`src/design/hss_pkg.sv`:
```
// Package of constants and carrier types for the hiccup soft-start sequencer
package hss_pkg;

    // ****************************************
    // Timing
    // ****************************************
    localparam int  CLK_MHZ           = 250;
    localparam int  HICCUP_MS         = 5;
    localparam int  HICCUP_CYCLES     = HICCUP_MS * 1000 * CLK_MHZ;
    localparam int  SS_TOTAL_US       = 1280;
    localparam int  SS_STEPS          = 128;
    localparam int  SS_STEP_CYCLES    = (SS_TOTAL_US * CLK_MHZ + SS_STEPS - 1) / SS_STEPS;
    localparam int  CAL_CYCLES        = 512;
    localparam int  PG_DEGLITCH_US    = 20;
    localparam int  PG_DEGLITCH_CYCLES = PG_DEGLITCH_US * CLK_MHZ;
    localparam int  OC_WINDOW         = 32;
    localparam int  OC_LIMIT          = 5;

    // ****************************************
    // Levels and codes
    // ****************************************
    localparam logic [7:0] SS_START      = 8'h00;
    localparam logic [7:0] SS_FULL       = 8'h80;
    localparam logic [3:0] LIMIT_FIXED   = 4'h5;   // Fixed 5 uA limit reference code
    localparam logic [3:0] LIMIT_TRACKED = 4'h0;   // Temperature-tracked reference code

    // Comparator inputs grouped together
    typedef struct packed {
        logic enableAbove;    // undervoltage_enable_input above 1.15 V rising threshold
        logic overCurrent;    // Current-limit comparator event
        logic ssBelowFb;      // Soft-start/track level below feedback_node
        logic ssAboveRef;     // Soft-start/track level at or above 0.6 V reference
        logic ssAbovePgHi;    // Soft-start/track level above 91 % of reference
        logic ssBelowPgLo;    // Soft-start/track level below 87 % of reference
        logic ssCapPresent;   // External capacitor or source sensed on soft-start pin
        logic diodeShorted;   // Remote diode pins shorted together
    } hss_cmp_t;

    // Gate-drive permissions
    typedef struct packed {
        logic highSide;       // high_side_gate_drive permission
        logic lowSide;        // low_side_gate_drive permission
    } hss_gate_t;

    typedef enum logic [2:0] {
        ST_OFF    = 3'b000,
        ST_CAL    = 3'b001,
        ST_WAITFB = 3'b010,
        ST_RUN    = 3'b011,
        ST_HICCUP = 3'b100
    } hss_state_t;

endpackage

```
`src/design/hss_sequencer.sv`:
```
// Hiccup, soft-start, tracking and power-good sequencing for a buck controller
`timescale 1ns/100ps
// Functional notes
// RULE1 - Five overcurrent events within 32 cycles stop switching for a 5 ms hiccup.
// RULE2 - During hiccup the low side never conducts, so no negative inductor current.
// RULE3 - After the hiccup interval the normal startup sequence and soft-start run again.
// RULE4 - Each current-limit event short of a trip turns high side off and low side on from the next clock edge.
// RULE5 - Soft-start begins only after the enable input crosses its rising threshold.
// RULE6 - Without a capacitor an internal 128-step ramp lasting at least 1.28 ms runs.
// RULE7 - Power-good asserts when soft-start level rises above 91 % of reference.
// RULE8 - Power-good deasserts when soft-start level falls below 87 % of reference.
// RULE9 - An externally driven track pin still leaves the internal digital ramp active.
// RULE10 - Track level sets regulation until it reaches the reference, then reference rules.
// RULE11 - Shorted diode pins disable compensation and select a fixed 5 uA limit reference.
// RULE12 - With a diode present the limit reference follows sensed inductor temperature.
// RULE13 - After enable a 512-cycle calibration wait precedes release of the track pin.
// RULE14 - The track pin is held to ground before switching and on every fault restart.
// RULE15 - Both gates stay low while the track level is below the feedback level.
// RULE16 - Power-good passes a 20 us deglitch filter.
// RULE17 - Overcurrent events age out exactly 32 cycles after being registered.
// RULE18 - Entering hiccup clears event history and restarts the soft-start step count.
module hss_sequencer
    import hss_pkg::*;
#(
    parameter int HICCUP_LEN   = HICCUP_CYCLES,
    parameter int PG_FILT_LEN  = PG_DEGLITCH_CYCLES
) (
    input  wire logic       clk,
    input  wire logic       reset,
    input  wire hss_cmp_t   cmp,
    output hss_gate_t       gate,
    output logic            ssPullDown,
    output logic [7:0]      ssLevel,
    output logic            useReference,
    output logic [3:0]      limitRefSelect,
    output logic            tempCompEnable,
    output logic            powerOkFlag,
    output logic            hiccupActive
);

    // ****************************************
    // State and counters
    // ****************************************
    hss_state_t   state;
    hss_state_t   next_state;
    logic [31:0]  timer;
    logic [31:0]  next_timer;
    logic [OC_WINDOW-1:0] ocHistory;
    logic [7:0]   ssStep;
    logic [31:0]  stepTimer;
    logic         pgRaw;
    logic         pgFiltTarget;
    logic [31:0]  pgTimer;

    // Count of events in the sliding window including this cycle
    logic [5:0]   ocCount;
    always_comb begin
        ocCount = {5'b0_0000, cmp.overCurrent};
        for (int i = 0; i < OC_WINDOW - 1; i++) begin
            ocCount = ocCount + {5'b0_0000, ocHistory[i]};
        end
    end

    wire logic ocTrip      = (state == ST_RUN || state == ST_WAITFB)
                             && (ocCount >= 6'(OC_LIMIT));          // [RULE1]
    wire logic hiccupDone  = (state == ST_HICCUP) && (timer == 32'(HICCUP_LEN - 1));
    wire logic calDone     = (state == ST_CAL) && (timer == 32'(CAL_CYCLES - 1));
    wire logic stepTick    = (stepTimer == 32'(SS_STEP_CYCLES - 1));
    wire logic rampActive  = (state == ST_WAITFB || state == ST_RUN) && (ssStep != SS_FULL);
    wire logic switching   = (state == ST_RUN) && !ocTrip;

    // ****************************************
    // Sequencer next-state decode
    // ****************************************
    always_comb begin
        next_state = state;
        next_timer = timer + 32'd1;
        case (state)
            ST_OFF: begin
                next_timer = 32'd0;
                if (cmp.enableAbove) begin
                    next_state = ST_CAL;                              // [RULE5]
                end
            end
            ST_CAL: begin
                if (calDone) begin
                    next_state = ST_WAITFB;                           // [RULE13]
                    next_timer = 32'd0;
                end
            end
            ST_WAITFB: begin
                next_timer = 32'd0;
                if (ocTrip) begin
                    next_state = ST_HICCUP;
                end else if (!cmp.ssBelowFb) begin
                    next_state = ST_RUN;                              // [RULE15]
                end
            end
            ST_RUN: begin
                next_timer = 32'd0;
                if (ocTrip) begin
                    next_state = ST_HICCUP;                           // [RULE1]
                end
            end
            ST_HICCUP: begin
                if (hiccupDone) begin
                    next_state = ST_CAL;                              // [RULE3]
                    next_timer = 32'd0;
                end
            end
            default: begin
                next_state = ST_OFF;
                next_timer = 32'd0;
            end
        endcase
        if (!cmp.enableAbove) begin
            next_state = ST_OFF;
            next_timer = 32'd0;
        end
    end

    // Sequencer registers
    always_ff @(posedge clk) begin
        if (reset) begin
            state <= ST_OFF;
            timer <= 32'd0;
        end else begin
            state <= next_state;
            timer <= next_timer;
        end
    end

    // ****************************************
    // Overcurrent sliding window
    // ****************************************
    always_ff @(posedge clk) begin
        if (reset || ocTrip || state == ST_HICCUP) begin
            ocHistory <= '0;                                          // [RULE18]
        end else begin
            ocHistory <= {ocHistory[OC_WINDOW-2:0], cmp.overCurrent}; // [RULE17]
        end
    end

    // ****************************************
    // Internal digital soft-start ramp
    // ****************************************
    always_ff @(posedge clk) begin
        if (reset || ocTrip || state == ST_OFF || state == ST_CAL || state == ST_HICCUP) begin
            ssStep    <= SS_START;                                    // [RULE18]
            stepTimer <= 32'd0;
        end else if (rampActive) begin
            stepTimer <= stepTick ? 32'd0 : stepTimer + 32'd1;        // [RULE6]
            if (stepTick) begin
                ssStep <= ssStep + 8'h01;                             // [RULE9]
            end
        end
    end

    // ****************************************
    // Power-good with hysteresis and deglitch
    // ****************************************
    wire logic pgAllowed = (state == ST_RUN) && !cmp.overCurrent;
    always_ff @(posedge clk) begin
        if (reset || !pgAllowed) begin
            pgRaw <= 1'b0;
        end else if (cmp.ssAbovePgHi) begin
            pgRaw <= 1'b1;                                            // [RULE7]
        end else if (cmp.ssBelowPgLo) begin
            pgRaw <= 1'b0;                                            // [RULE8]
        end
    end

    // Flag follows the raw level only after it has been stable for the filter time
    always_ff @(posedge clk) begin
        if (reset) begin
            pgFiltTarget <= 1'b0;
            pgTimer      <= 32'd0;
            powerOkFlag  <= 1'b0;
        end else if (pgRaw != pgFiltTarget) begin
            pgFiltTarget <= pgRaw;
            pgTimer      <= 32'd0;
        end else if (pgTimer == 32'(PG_FILT_LEN - 1)) begin
            powerOkFlag  <= pgFiltTarget;                             // [RULE16]
        end else begin
            pgTimer      <= pgTimer + 32'd1;
        end
    end

    // ****************************************
    // Outputs
    // ****************************************
    always_ff @(posedge clk) begin
        if (reset) begin
            gate           <= '0;
            ssPullDown     <= 1'b1;
            ssLevel        <= SS_START;
            useReference   <= 1'b0;
            limitRefSelect <= LIMIT_FIXED;
            tempCompEnable <= 1'b0;
            hiccupActive   <= 1'b0;
        end else begin
            // Gates: cycle-by-cycle limit forces low side, hiccup and prebias keep both low
            if (!switching || cmp.ssBelowFb) begin
                gate <= '0;                                           // [RULE2] [RULE15]
            end else if (cmp.overCurrent) begin
                gate <= '{highSide: 1'b0, lowSide: 1'b1};             // [RULE4]
            end else begin
                gate <= '{highSide: 1'b1, lowSide: 1'b1};
            end
            ssPullDown   <= (next_state == ST_OFF || next_state == ST_CAL
                             || next_state == ST_HICCUP);            // [RULE14]
            ssLevel      <= ssStep;
            useReference <= cmp.ssAboveRef;                           // [RULE10]
            limitRefSelect <= cmp.diodeShorted ? LIMIT_FIXED : LIMIT_TRACKED; // [RULE11]
            tempCompEnable <= !cmp.diodeShorted;                      // [RULE12]
            hiccupActive <= (next_state == ST_HICCUP);
        end
    end

endmodule

```
`config.mk`:
```
export PLATFORM = sky130hd
export DESIGN_NAME = hss_sequencer
export DESIGN_NICKNAME = d
export VERILOG_FILES = /design/src/design/hss_pkg.sv /design/src/design/hss_sequencer.sv
export SDC_FILE = /design/constraint.sdc
export NUM_CORES = 1
export LEC_CHECK = 0
export ABC_AREA = 1
export ABC_CLOCK_PERIOD_IN_PS = 4500
export BUFFER_PORTS_ARGS = -buffer_cell sky130_fd_sc_hd__buf_2
export CORE_UTILIZATION = 40
export CTS_CLUSTER_SIZE = 25
export DETAILED_ROUTE_END_ITERATION = 6
export PLACE_DENSITY_LB_ADDON = 0.3
export SLEW_MARGIN = 15
export SYNTH_ARGS = -nofsm -noshare
export SYNTH_HDL_FRONTEND = slang
export SYNTH_SLANG_ARGS = --single-unit
export TNS_END_PERCENT = 100
```
`constraint.sdc`:
```
create_clock -name clk -period 4.5 [get_ports clk]
set_input_delay 0 -clock clk [delete_from_list [all_inputs] [get_ports clk]]
set_output_delay 0 -clock clk [all_outputs]
set_load 0.005 [all_outputs]
```
==> impl_metrics.py, run 1 <==
metrics = {
    "run_status": {
        "status": "finished, violations left",
        "violations": "negative setup slack",
    },
    "power_and_ir_drop": {
        "p_leak_uw": 0.00360,
        "seqPwrFrac_pct": 48.3,
        "powerDensity_mw_per_mm2": 293,
        "intPower_uw": 2230,
        "switching_power_uw": 646,
        "clockPowerShare_pct": 49.3,
        "power_switching_share_pct": 22.4,
        "peakVddDrop_v": 0.000247,
        "combPwrFrac_pct": 2.4,
        "total_power_uw": 2880,
    },
    "hold_path": {
        "hold_path.class": "in2reg",
        "holdPathStages": 3,
    },
    "layout": {
        "drive_above_1_share_pct": 10.2,
        "regArea_mm2": 0.00312,
        "insertedDiodeCount": 0,
        "postLayoutCoreUtil_pct": 47.0,
        "fillerInstances": 2111,
        "final_cells": 1609,
        "syn2layout_area_growth_pct": 15.3,
        "multi_input_area_mm2": 0.00468,
        "final_nets": 1367,
    },
    "sta": {
        "finalHoldViolations": 0,
        "tightest_slew_ns": 0.841,
        "rsz0062_at_grt": "true",
        "fin_worst_skew_ns": 0.00591,
        "setup_viol": 78,
        "setup_ws_ns": -0.599,
        "maxSlewHeadroom_pct": 43.8,
        "fin_crit_ns": 5.10,
        "fin_crit_sh_pct": 113,
        "hold_slack_ns": 0.311,
        "slew_viol_final": 0,
        "fmax_mhz": 196,
    },
    "detailed_routing": {
        "drc": 0,
        "dr.pass1.iters": 5,
        "num_vias": 7686,
        "wl_per_cell_um": 12.5,
        "wirelength_mm": 20.1,
        "first_iter_violations": 448,
        "postRouteAntennaNets": 0,
        "via_per_inst": 4.78,
    },
    "placed_design": {
        "gp_congestion": 0.904,
        "hpwl_mm": 14.7,
        "dp.cells": 1562,
        "port_buffers": 25,
    },
    "clock_network": {
        "cts_buffers": 17,
        "clk_path_buf_depth": 2,
        "clock_latency_ns": 0.44,
        "clockRootBuffer": "clkbuf_16",
        "h-tree-depth": 4,
        "cts_tree": "built",
        "cts.sink_count": 156,
        "path_clk_slew_ns": 0.06,
    },
    "setup_path": {
        "crit_path_cell_trace": "inv_2, fa_1, fa_1, fa_1, fa_1, fa_1, fa_1, inv_1, ha_2, inv_2, fa_1, nand2_1, buf_4, inv_1, nand2_1, nand2_1, nand2_2, nand2_4, nand3_4, clkbuf_16, nor2_1",
        "setup.worst_path.start_class": "register",
        "path_max_fanout": 12,
        "crit_required_ns": 4.83,
        "cp_data_arrival_time_ns": 5.43,
        "cp_slowest_stage_delay_ns": 0.56,
        "path_class": "reg2reg",
        "rr_worst_depth": 21,
        "end_kind": "register",
        "critPathMostFrequentCell": "fa_1",
        "worst_path_max_delay_cell": "fa_1",
    },
    "synthesis": {
        "ys_types": 35,
        "ys_ff_latch": 156,
        "yosysWarnings": 0,
        "syn_avg_cell_area_um2": 6.72,
        "synth_edf_count": 0,
        "synth_ff_type": "dfxtp_1",
        "synthCells": 1271,
        "ys_seq_area_share_pct": 36.6,
        "async_reset_ff_share_pct": 0,
        "synth_area_mm2": 0.00854,
    },
    "floorplanning": {
        "die_h_um": 148,
        "start_util_pct": 40.7,
        "die_area_mm2": 0.0219,
        "placementRows": 53,
        "ios": 29,
        "core_area_mm2": 0.0210,
        "die_w_um": 148,
    },
    "global_route": {
        "grt_usage_pct": 19.2,
        "grt-ovfl-total": 0,
        "grt_max_degree": 34,
        "antenna_found_initial": 0,
        "grt_pass1_wl_mm": 34.0,
        "grt_pass1_vias": 7325,
    },
    "job": {
        "cap_violations": 0,
    },
}
-- worst paths after layout --
kind,startpoint,to,slack [ns]
hold / removal,cmp[6],gate[1],0.31
hold reg to reg,ocHistory[20],ocHistory[21],0.45
setup / recovery,ocHistory[6],stepTimer[21],-0.60
setup reg to reg,ocHistory[6],stepTimer[21],-0.60
-- cells in the mapped netlist, types with 12 or more instances --
cell type    n  area share (%)
inv_1      178             7.8
dfxtp_1    156              37
a21oi_1     59             3.5
nand3_1     85             5.0
o21ai_0     16            0.94
xor2_1      31             3.2
fa_1        24             5.6
nand4_1     25             1.8
nor3_1      31             1.8
ha_1        12             1.8
nand2_1    318              14
nor2_1     257              11
-- placed cells by master (no fill, tap or decap), types with 3 or more instances in the layout --
master and count:
nor2_1 257, nor2_2 7, nor3_1 30, buf_12 3, ha_1 11, a21oi_1 39, buf_2 25, o21ai_0 16
inv_2 6, dlygate4sd3_1 9, inv_1 174, a21oi_2 21, or2_2 11, nand4_1 25, clkinvlp_4 3, nand2_1 315
xor2_1 31, nand3_1 85, clkinv_4 5, nand3b_1 4, nor3_2 3, clkbuf_16 19, dfxtp_1 155, buf_4 15
fa_1 24, xnor2_1 11, nand2_2 5
-- state kept, by name, summed over array words and instances (netlist names), 2 cells and up --
name and count:
gate 2, pgTimer 32, ssStep 8, ocHistory 31
state 3, stepTimer 32, ssLevel 8, timer 32
-- power groups by stage --
stage	combinational [uW]	clock (uW)	sequential, uW
4_1_cts	66.7	1450	1390
6_report	68.6	1420	1390
3_5_place_dp	59.7	0	1420
5_1_grt	79.0	1500	1390
3_3_place_gp	58.0	0	1420
2_1_floorplan	42.7	0	1420
-- metal layers --
layer  GRT usage, %  wire [um]  up-vias
met4           6.80        396        0
met1           24.7       9670     3506
met3           4.02        709       32
met5              0          0        -
met2           31.6       9360      121
li1               -          -     4027
-- cell type report --
type                            instances  area share [%]
Multi-Input combinational cell        912            47.6
Sequential cell                       156            31.7
Inverter                              180            6.87
Timing Repair Buffer                   54            4.45
Clock buffer                           19            4.40
Tap cell                              275            3.50
Clock inverter                         13            1.47
-- timing repair --
item	CTS	global route
hold buffers	9	0
hold endpoints to repair	18	0
pin swaps	2	4
cloned	0	2
buffers inserted	1	4
gates resized for setup	4	28
endpoints found under the setup margin	78	78
-- kinds of logic (layout without fill, tap and decap cells) --
logic type               Yosys count  in the layout  synth area share, %
buffers and inverters            204            266                 9.97
XOR/XNOR                          42             42                 4.31
adder cells (fa/ha/maj)           36             36                 7.39
AND/OR/NAND/NOR                  750            750                 36.7
AO/OA/AOI/OAI                     82             82                 5.03
flip-flops                       156            156                 36.6
other                              1              2               0.0439
-- through the flow --
step,cell area [um2],setup TNS (ns),setup WS (ns)
2_1_floorplan,8560,-19.18,-0.278
3_3_place_gp,8990,-32.42,-0.449
3_5_place_dp,8990,-38.76,-0.534
4_1_cts,9680,-40.45,-0.555
5_1_grt,9840,-60.45,-0.834
6_report,9840,-42.41,-0.599
-- worst max-delay path: cells and delay by family, from the launching register on --
family                     cells  cell delay [ns]
adders and majority gates      8             3.53
buffers and inverters          6             0.50
DFF                            1             0.32
and+or+nand+nor                7             0.63
No activity file was read; power rests on OpenSTA's default activity.
==> run 2: changes to the inputs <==
--- a/config.mk
+++ b/config.mk
@@ -8,7 +8,8 @@
 export ABC_AREA = 1
 export ABC_CLOCK_PERIOD_IN_PS = 4500
 export BUFFER_PORTS_ARGS = -buffer_cell sky130_fd_sc_hd__buf_2
-export CORE_UTILIZATION = 40
+export CORE_UTILIZATION = 45
+export CTS_BUF_LIST = sky130_fd_sc_hd__clkbuf_4 sky130_fd_sc_hd__clkbuf_8 sky130_fd_sc_hd__clkbuf_16
 export CTS_CLUSTER_SIZE = 25
 export DETAILED_ROUTE_END_ITERATION = 6
 export PLACE_DENSITY_LB_ADDON = 0.3
==> run 2 against run 1 <==
  * Routed wire length decreased by 3.3%
  * Sequential share of layout area decreased by 0.19 points
  * Power increased by 1.3%
  * Critical path depth decreased by 1
  * The run still ends with negative setup slack left
  * Combinational power increased by 3.5%
  * Worst setup slack improved by 0.12 ns
  * Clock power increased by 3%
  * Critical endpoint is now stepTimer[15]
==> impl_metrics.py, run 2 (same netlist as run 1, synthesis figures left out) <==
metrics = {
    "global_route": {
        "grt_usage_pct": 20.7,
        "grt_pass1_wl_mm": 32.9,
        "grt_max_degree": 34,
        "antenna_found_initial": 0,
        "grt-ovfl-total": 0,
        "grt_pass1_vias": 7409,
    },
    "detailed_routing": {
        "wl_per_cell_um": 12.4,
        "first_iter_violations": 594,
        "drc": 0,
        "dr.pass1.iters": 5,
        "wirelength_mm": 19.5,
        "routed.top_layer": "met4",
        "wl_met1_mm": 9.12,
        "postRouteAntennaNets": 0,
        "wl_met3_um": 703,
        "met2_length_mm": 9.25,
        "num_vias": 7736,
        "via_per_inst": 4.92,
    },
    "clock_network": {
        "path_clk_slew_ns": 0.06,
        "cts_buffers": 17,
        "clockRootBuffer": "clkbuf_16",
        "clk_path_buf_depth": 2,
        "clock_latency_ns": 0.43,
        "cts_tree": "built",
        "h-tree-depth": 4,
        "cts.sink_count": 156,
    },
    "sta": {
        "fmax_mhz": 201,
        "tns_ns": -32.06,
        "hold_slack_ns": 0.317,
        "fin_worst_skew_ns": 0.00791,
        "slew_viol_final": 0,
        "maxSlewHeadroom_pct": 47.2,
        "rsz0062_at_grt": "true",
        "setup_viol": 78,
        "setup_ws_ns": -0.475,
        "finalHoldViolations": 0,
        "fin_crit_sh_pct": 111,
        "tightest_slew_ns": 0.789,
        "fin_crit_ns": 4.97,
    },
    "power_and_ir_drop": {
        "powerDensity_mw_per_mm2": 294,
        "peakVddDrop_v": 0.000193,
        "p_leak_uw": 0.00365,
    },
    "layout": {
        "layout_commonest_cell": "nand2_1",
        "final_cells": 1573,
        "syn2layout_area_growth_pct": 16.0,
        "drive_above_1_share_pct": 11.7,
        "final_nets": 1374,
        "postLayoutCoreUtil_pct": 53.1,
        "insertedDiodeCount": 0,
        "layout_common_cells": "nand2_1, nor2_1, inv_1, dfxtp_1, nand3_1",
        "top_regs": "pgTimer: 32 flops, stepTimer: 32 flops, timer: 32 flops",
    },
    "setup_path": {
        "path_max_fanout": 18,
        "cp_slowest_stage_delay_ns": 0.56,
        "crit_path_cell_trace": "inv_2, fa_1, fa_1, fa_1, fa_1, fa_1, fa_1, inv_2, ha_4, inv_2, fa_2, nand2_2, nand2_2, inv_2, nor2_4, nand2_2, nand2_4, nand3_4, buf_12, a21oi_1",
        "critPathMostFrequentCell": "fa_1",
        "cp_top_family": "adder cells",
        "cp_data_arrival_time_ns": 5.34,
        "worst_path_max_delay_cell": "fa_1",
        "setup.worst_path.start_class": "register",
        "path_class": "reg2reg",
        "worst-path-buf-inv": 5,
        "crit_required_ns": 4.86,
        "end_kind": "register",
    },
    "floorplanning": {
        "core_area_mm2": 0.0186,
        "die_area_mm2": 0.0195,
        "die_w_um": 140,
        "start_util_pct": 45.8,
        "ios": 29,
        "die_h_um": 140,
        "placementRows": 50,
    },
    "hold_path": {
        "hold_path.class": "in2reg",
    },
    "run_status": {
        "violations": "negative setup slack",
        "status": "finished, violations left",
    },
    "job": {
        "cap_violations": 0,
    },
    "placed_design": {
        "dp.cells": 1524,
        "port_buffers": 25,
        "hpwl_mm": 14.1,
        "gp_congestion": 0.902,
    },
}
run 2: what timing repair did:
action / 4_1_cts / 5_1_grt
cloned: 0 / 1
gates resized for setup: 26 / 25
setup buffers: 7 / 2
pin swaps: 3 / 10
hold endpoints to repair: 18 / 0
setup endpoints to repair: 78 / 78
hold buffers: 9 / 0
run 2: path summary, 6_finish.rpt:
kind / depth (start not counted) / from / slack, ns / end
worst max-delay path: 20 / ocHistory[10] / -0.47 / stepTimer[15]
worst min-delay path: 3 / cmp[6] / 0.32 / gate[1]
worst max register to register: 20 / ocHistory[10] / -0.47 / stepTimer[15]
worst min register to register: 1 / timer[0] / 0.45 / timer[0]
run 2: metrics by stage:
step	setup slack [ns]	area, um2	total power (uW)
5_1_grt	-0.682	9910	3020
3_5_place_dp	-0.526	8960	1480
6_report	-0.475	9910	2920
2_1_floorplan	-0.278	8560	1460
4_1_cts	-0.527	9790	2940
3_3_place_gp	-0.443	8960	1480
run 2: power by group:
group / switching, uW / total (uW) / internal, uW
combinational: 40.8 / 71.0 / 30.2
clock: 584 / 1460 / 872
sequential: 4.71 / 1390 / 1390
run 2: cell type report:
type | count | area [um2]
Clock buffer | 17 | 425
Clock inverter | 13 | 169
Fill cell | 1774 | 8740
Inverter | 180 | 676
Multi-Input combinational cell | 912 | 4740
Sequential cell | 156 | 3130
Tap cell | 234 | 293
Timing Repair Buffer | 61 | 480
run 2: routing by layer:
| metal | vias up | track usage [%] |
|---|---|---|
| li1 | 4037 | - |
| met1 | 3513 | 25.8 |
| met2 | 152 | 35.8 |
| met3 | 34 | 3.30 |
| met4 | 0 | 7.52 |
| met5 | - | 0 |
run 2: worst register-to-register path, stage by stage, from the launching register on:
cell and delay [ns]:
dfxtp_2 0.32, inv_2 0.04, fa_1 0.56, fa_1 0.44
fa_1 0.54, fa_1 0.43, fa_1 0.51, fa_1 0.42
inv_2 0.08, ha_4 0.13, inv_2 0.03, fa_2 0.52
nand2_2 0.05, nand2_2 0.08, inv_2 0.05, nor2_4 0.09
nand2_2 0.08, nand2_4 0.09, nand3_4 0.15, buf_12 0.20
a21oi_1 0.11
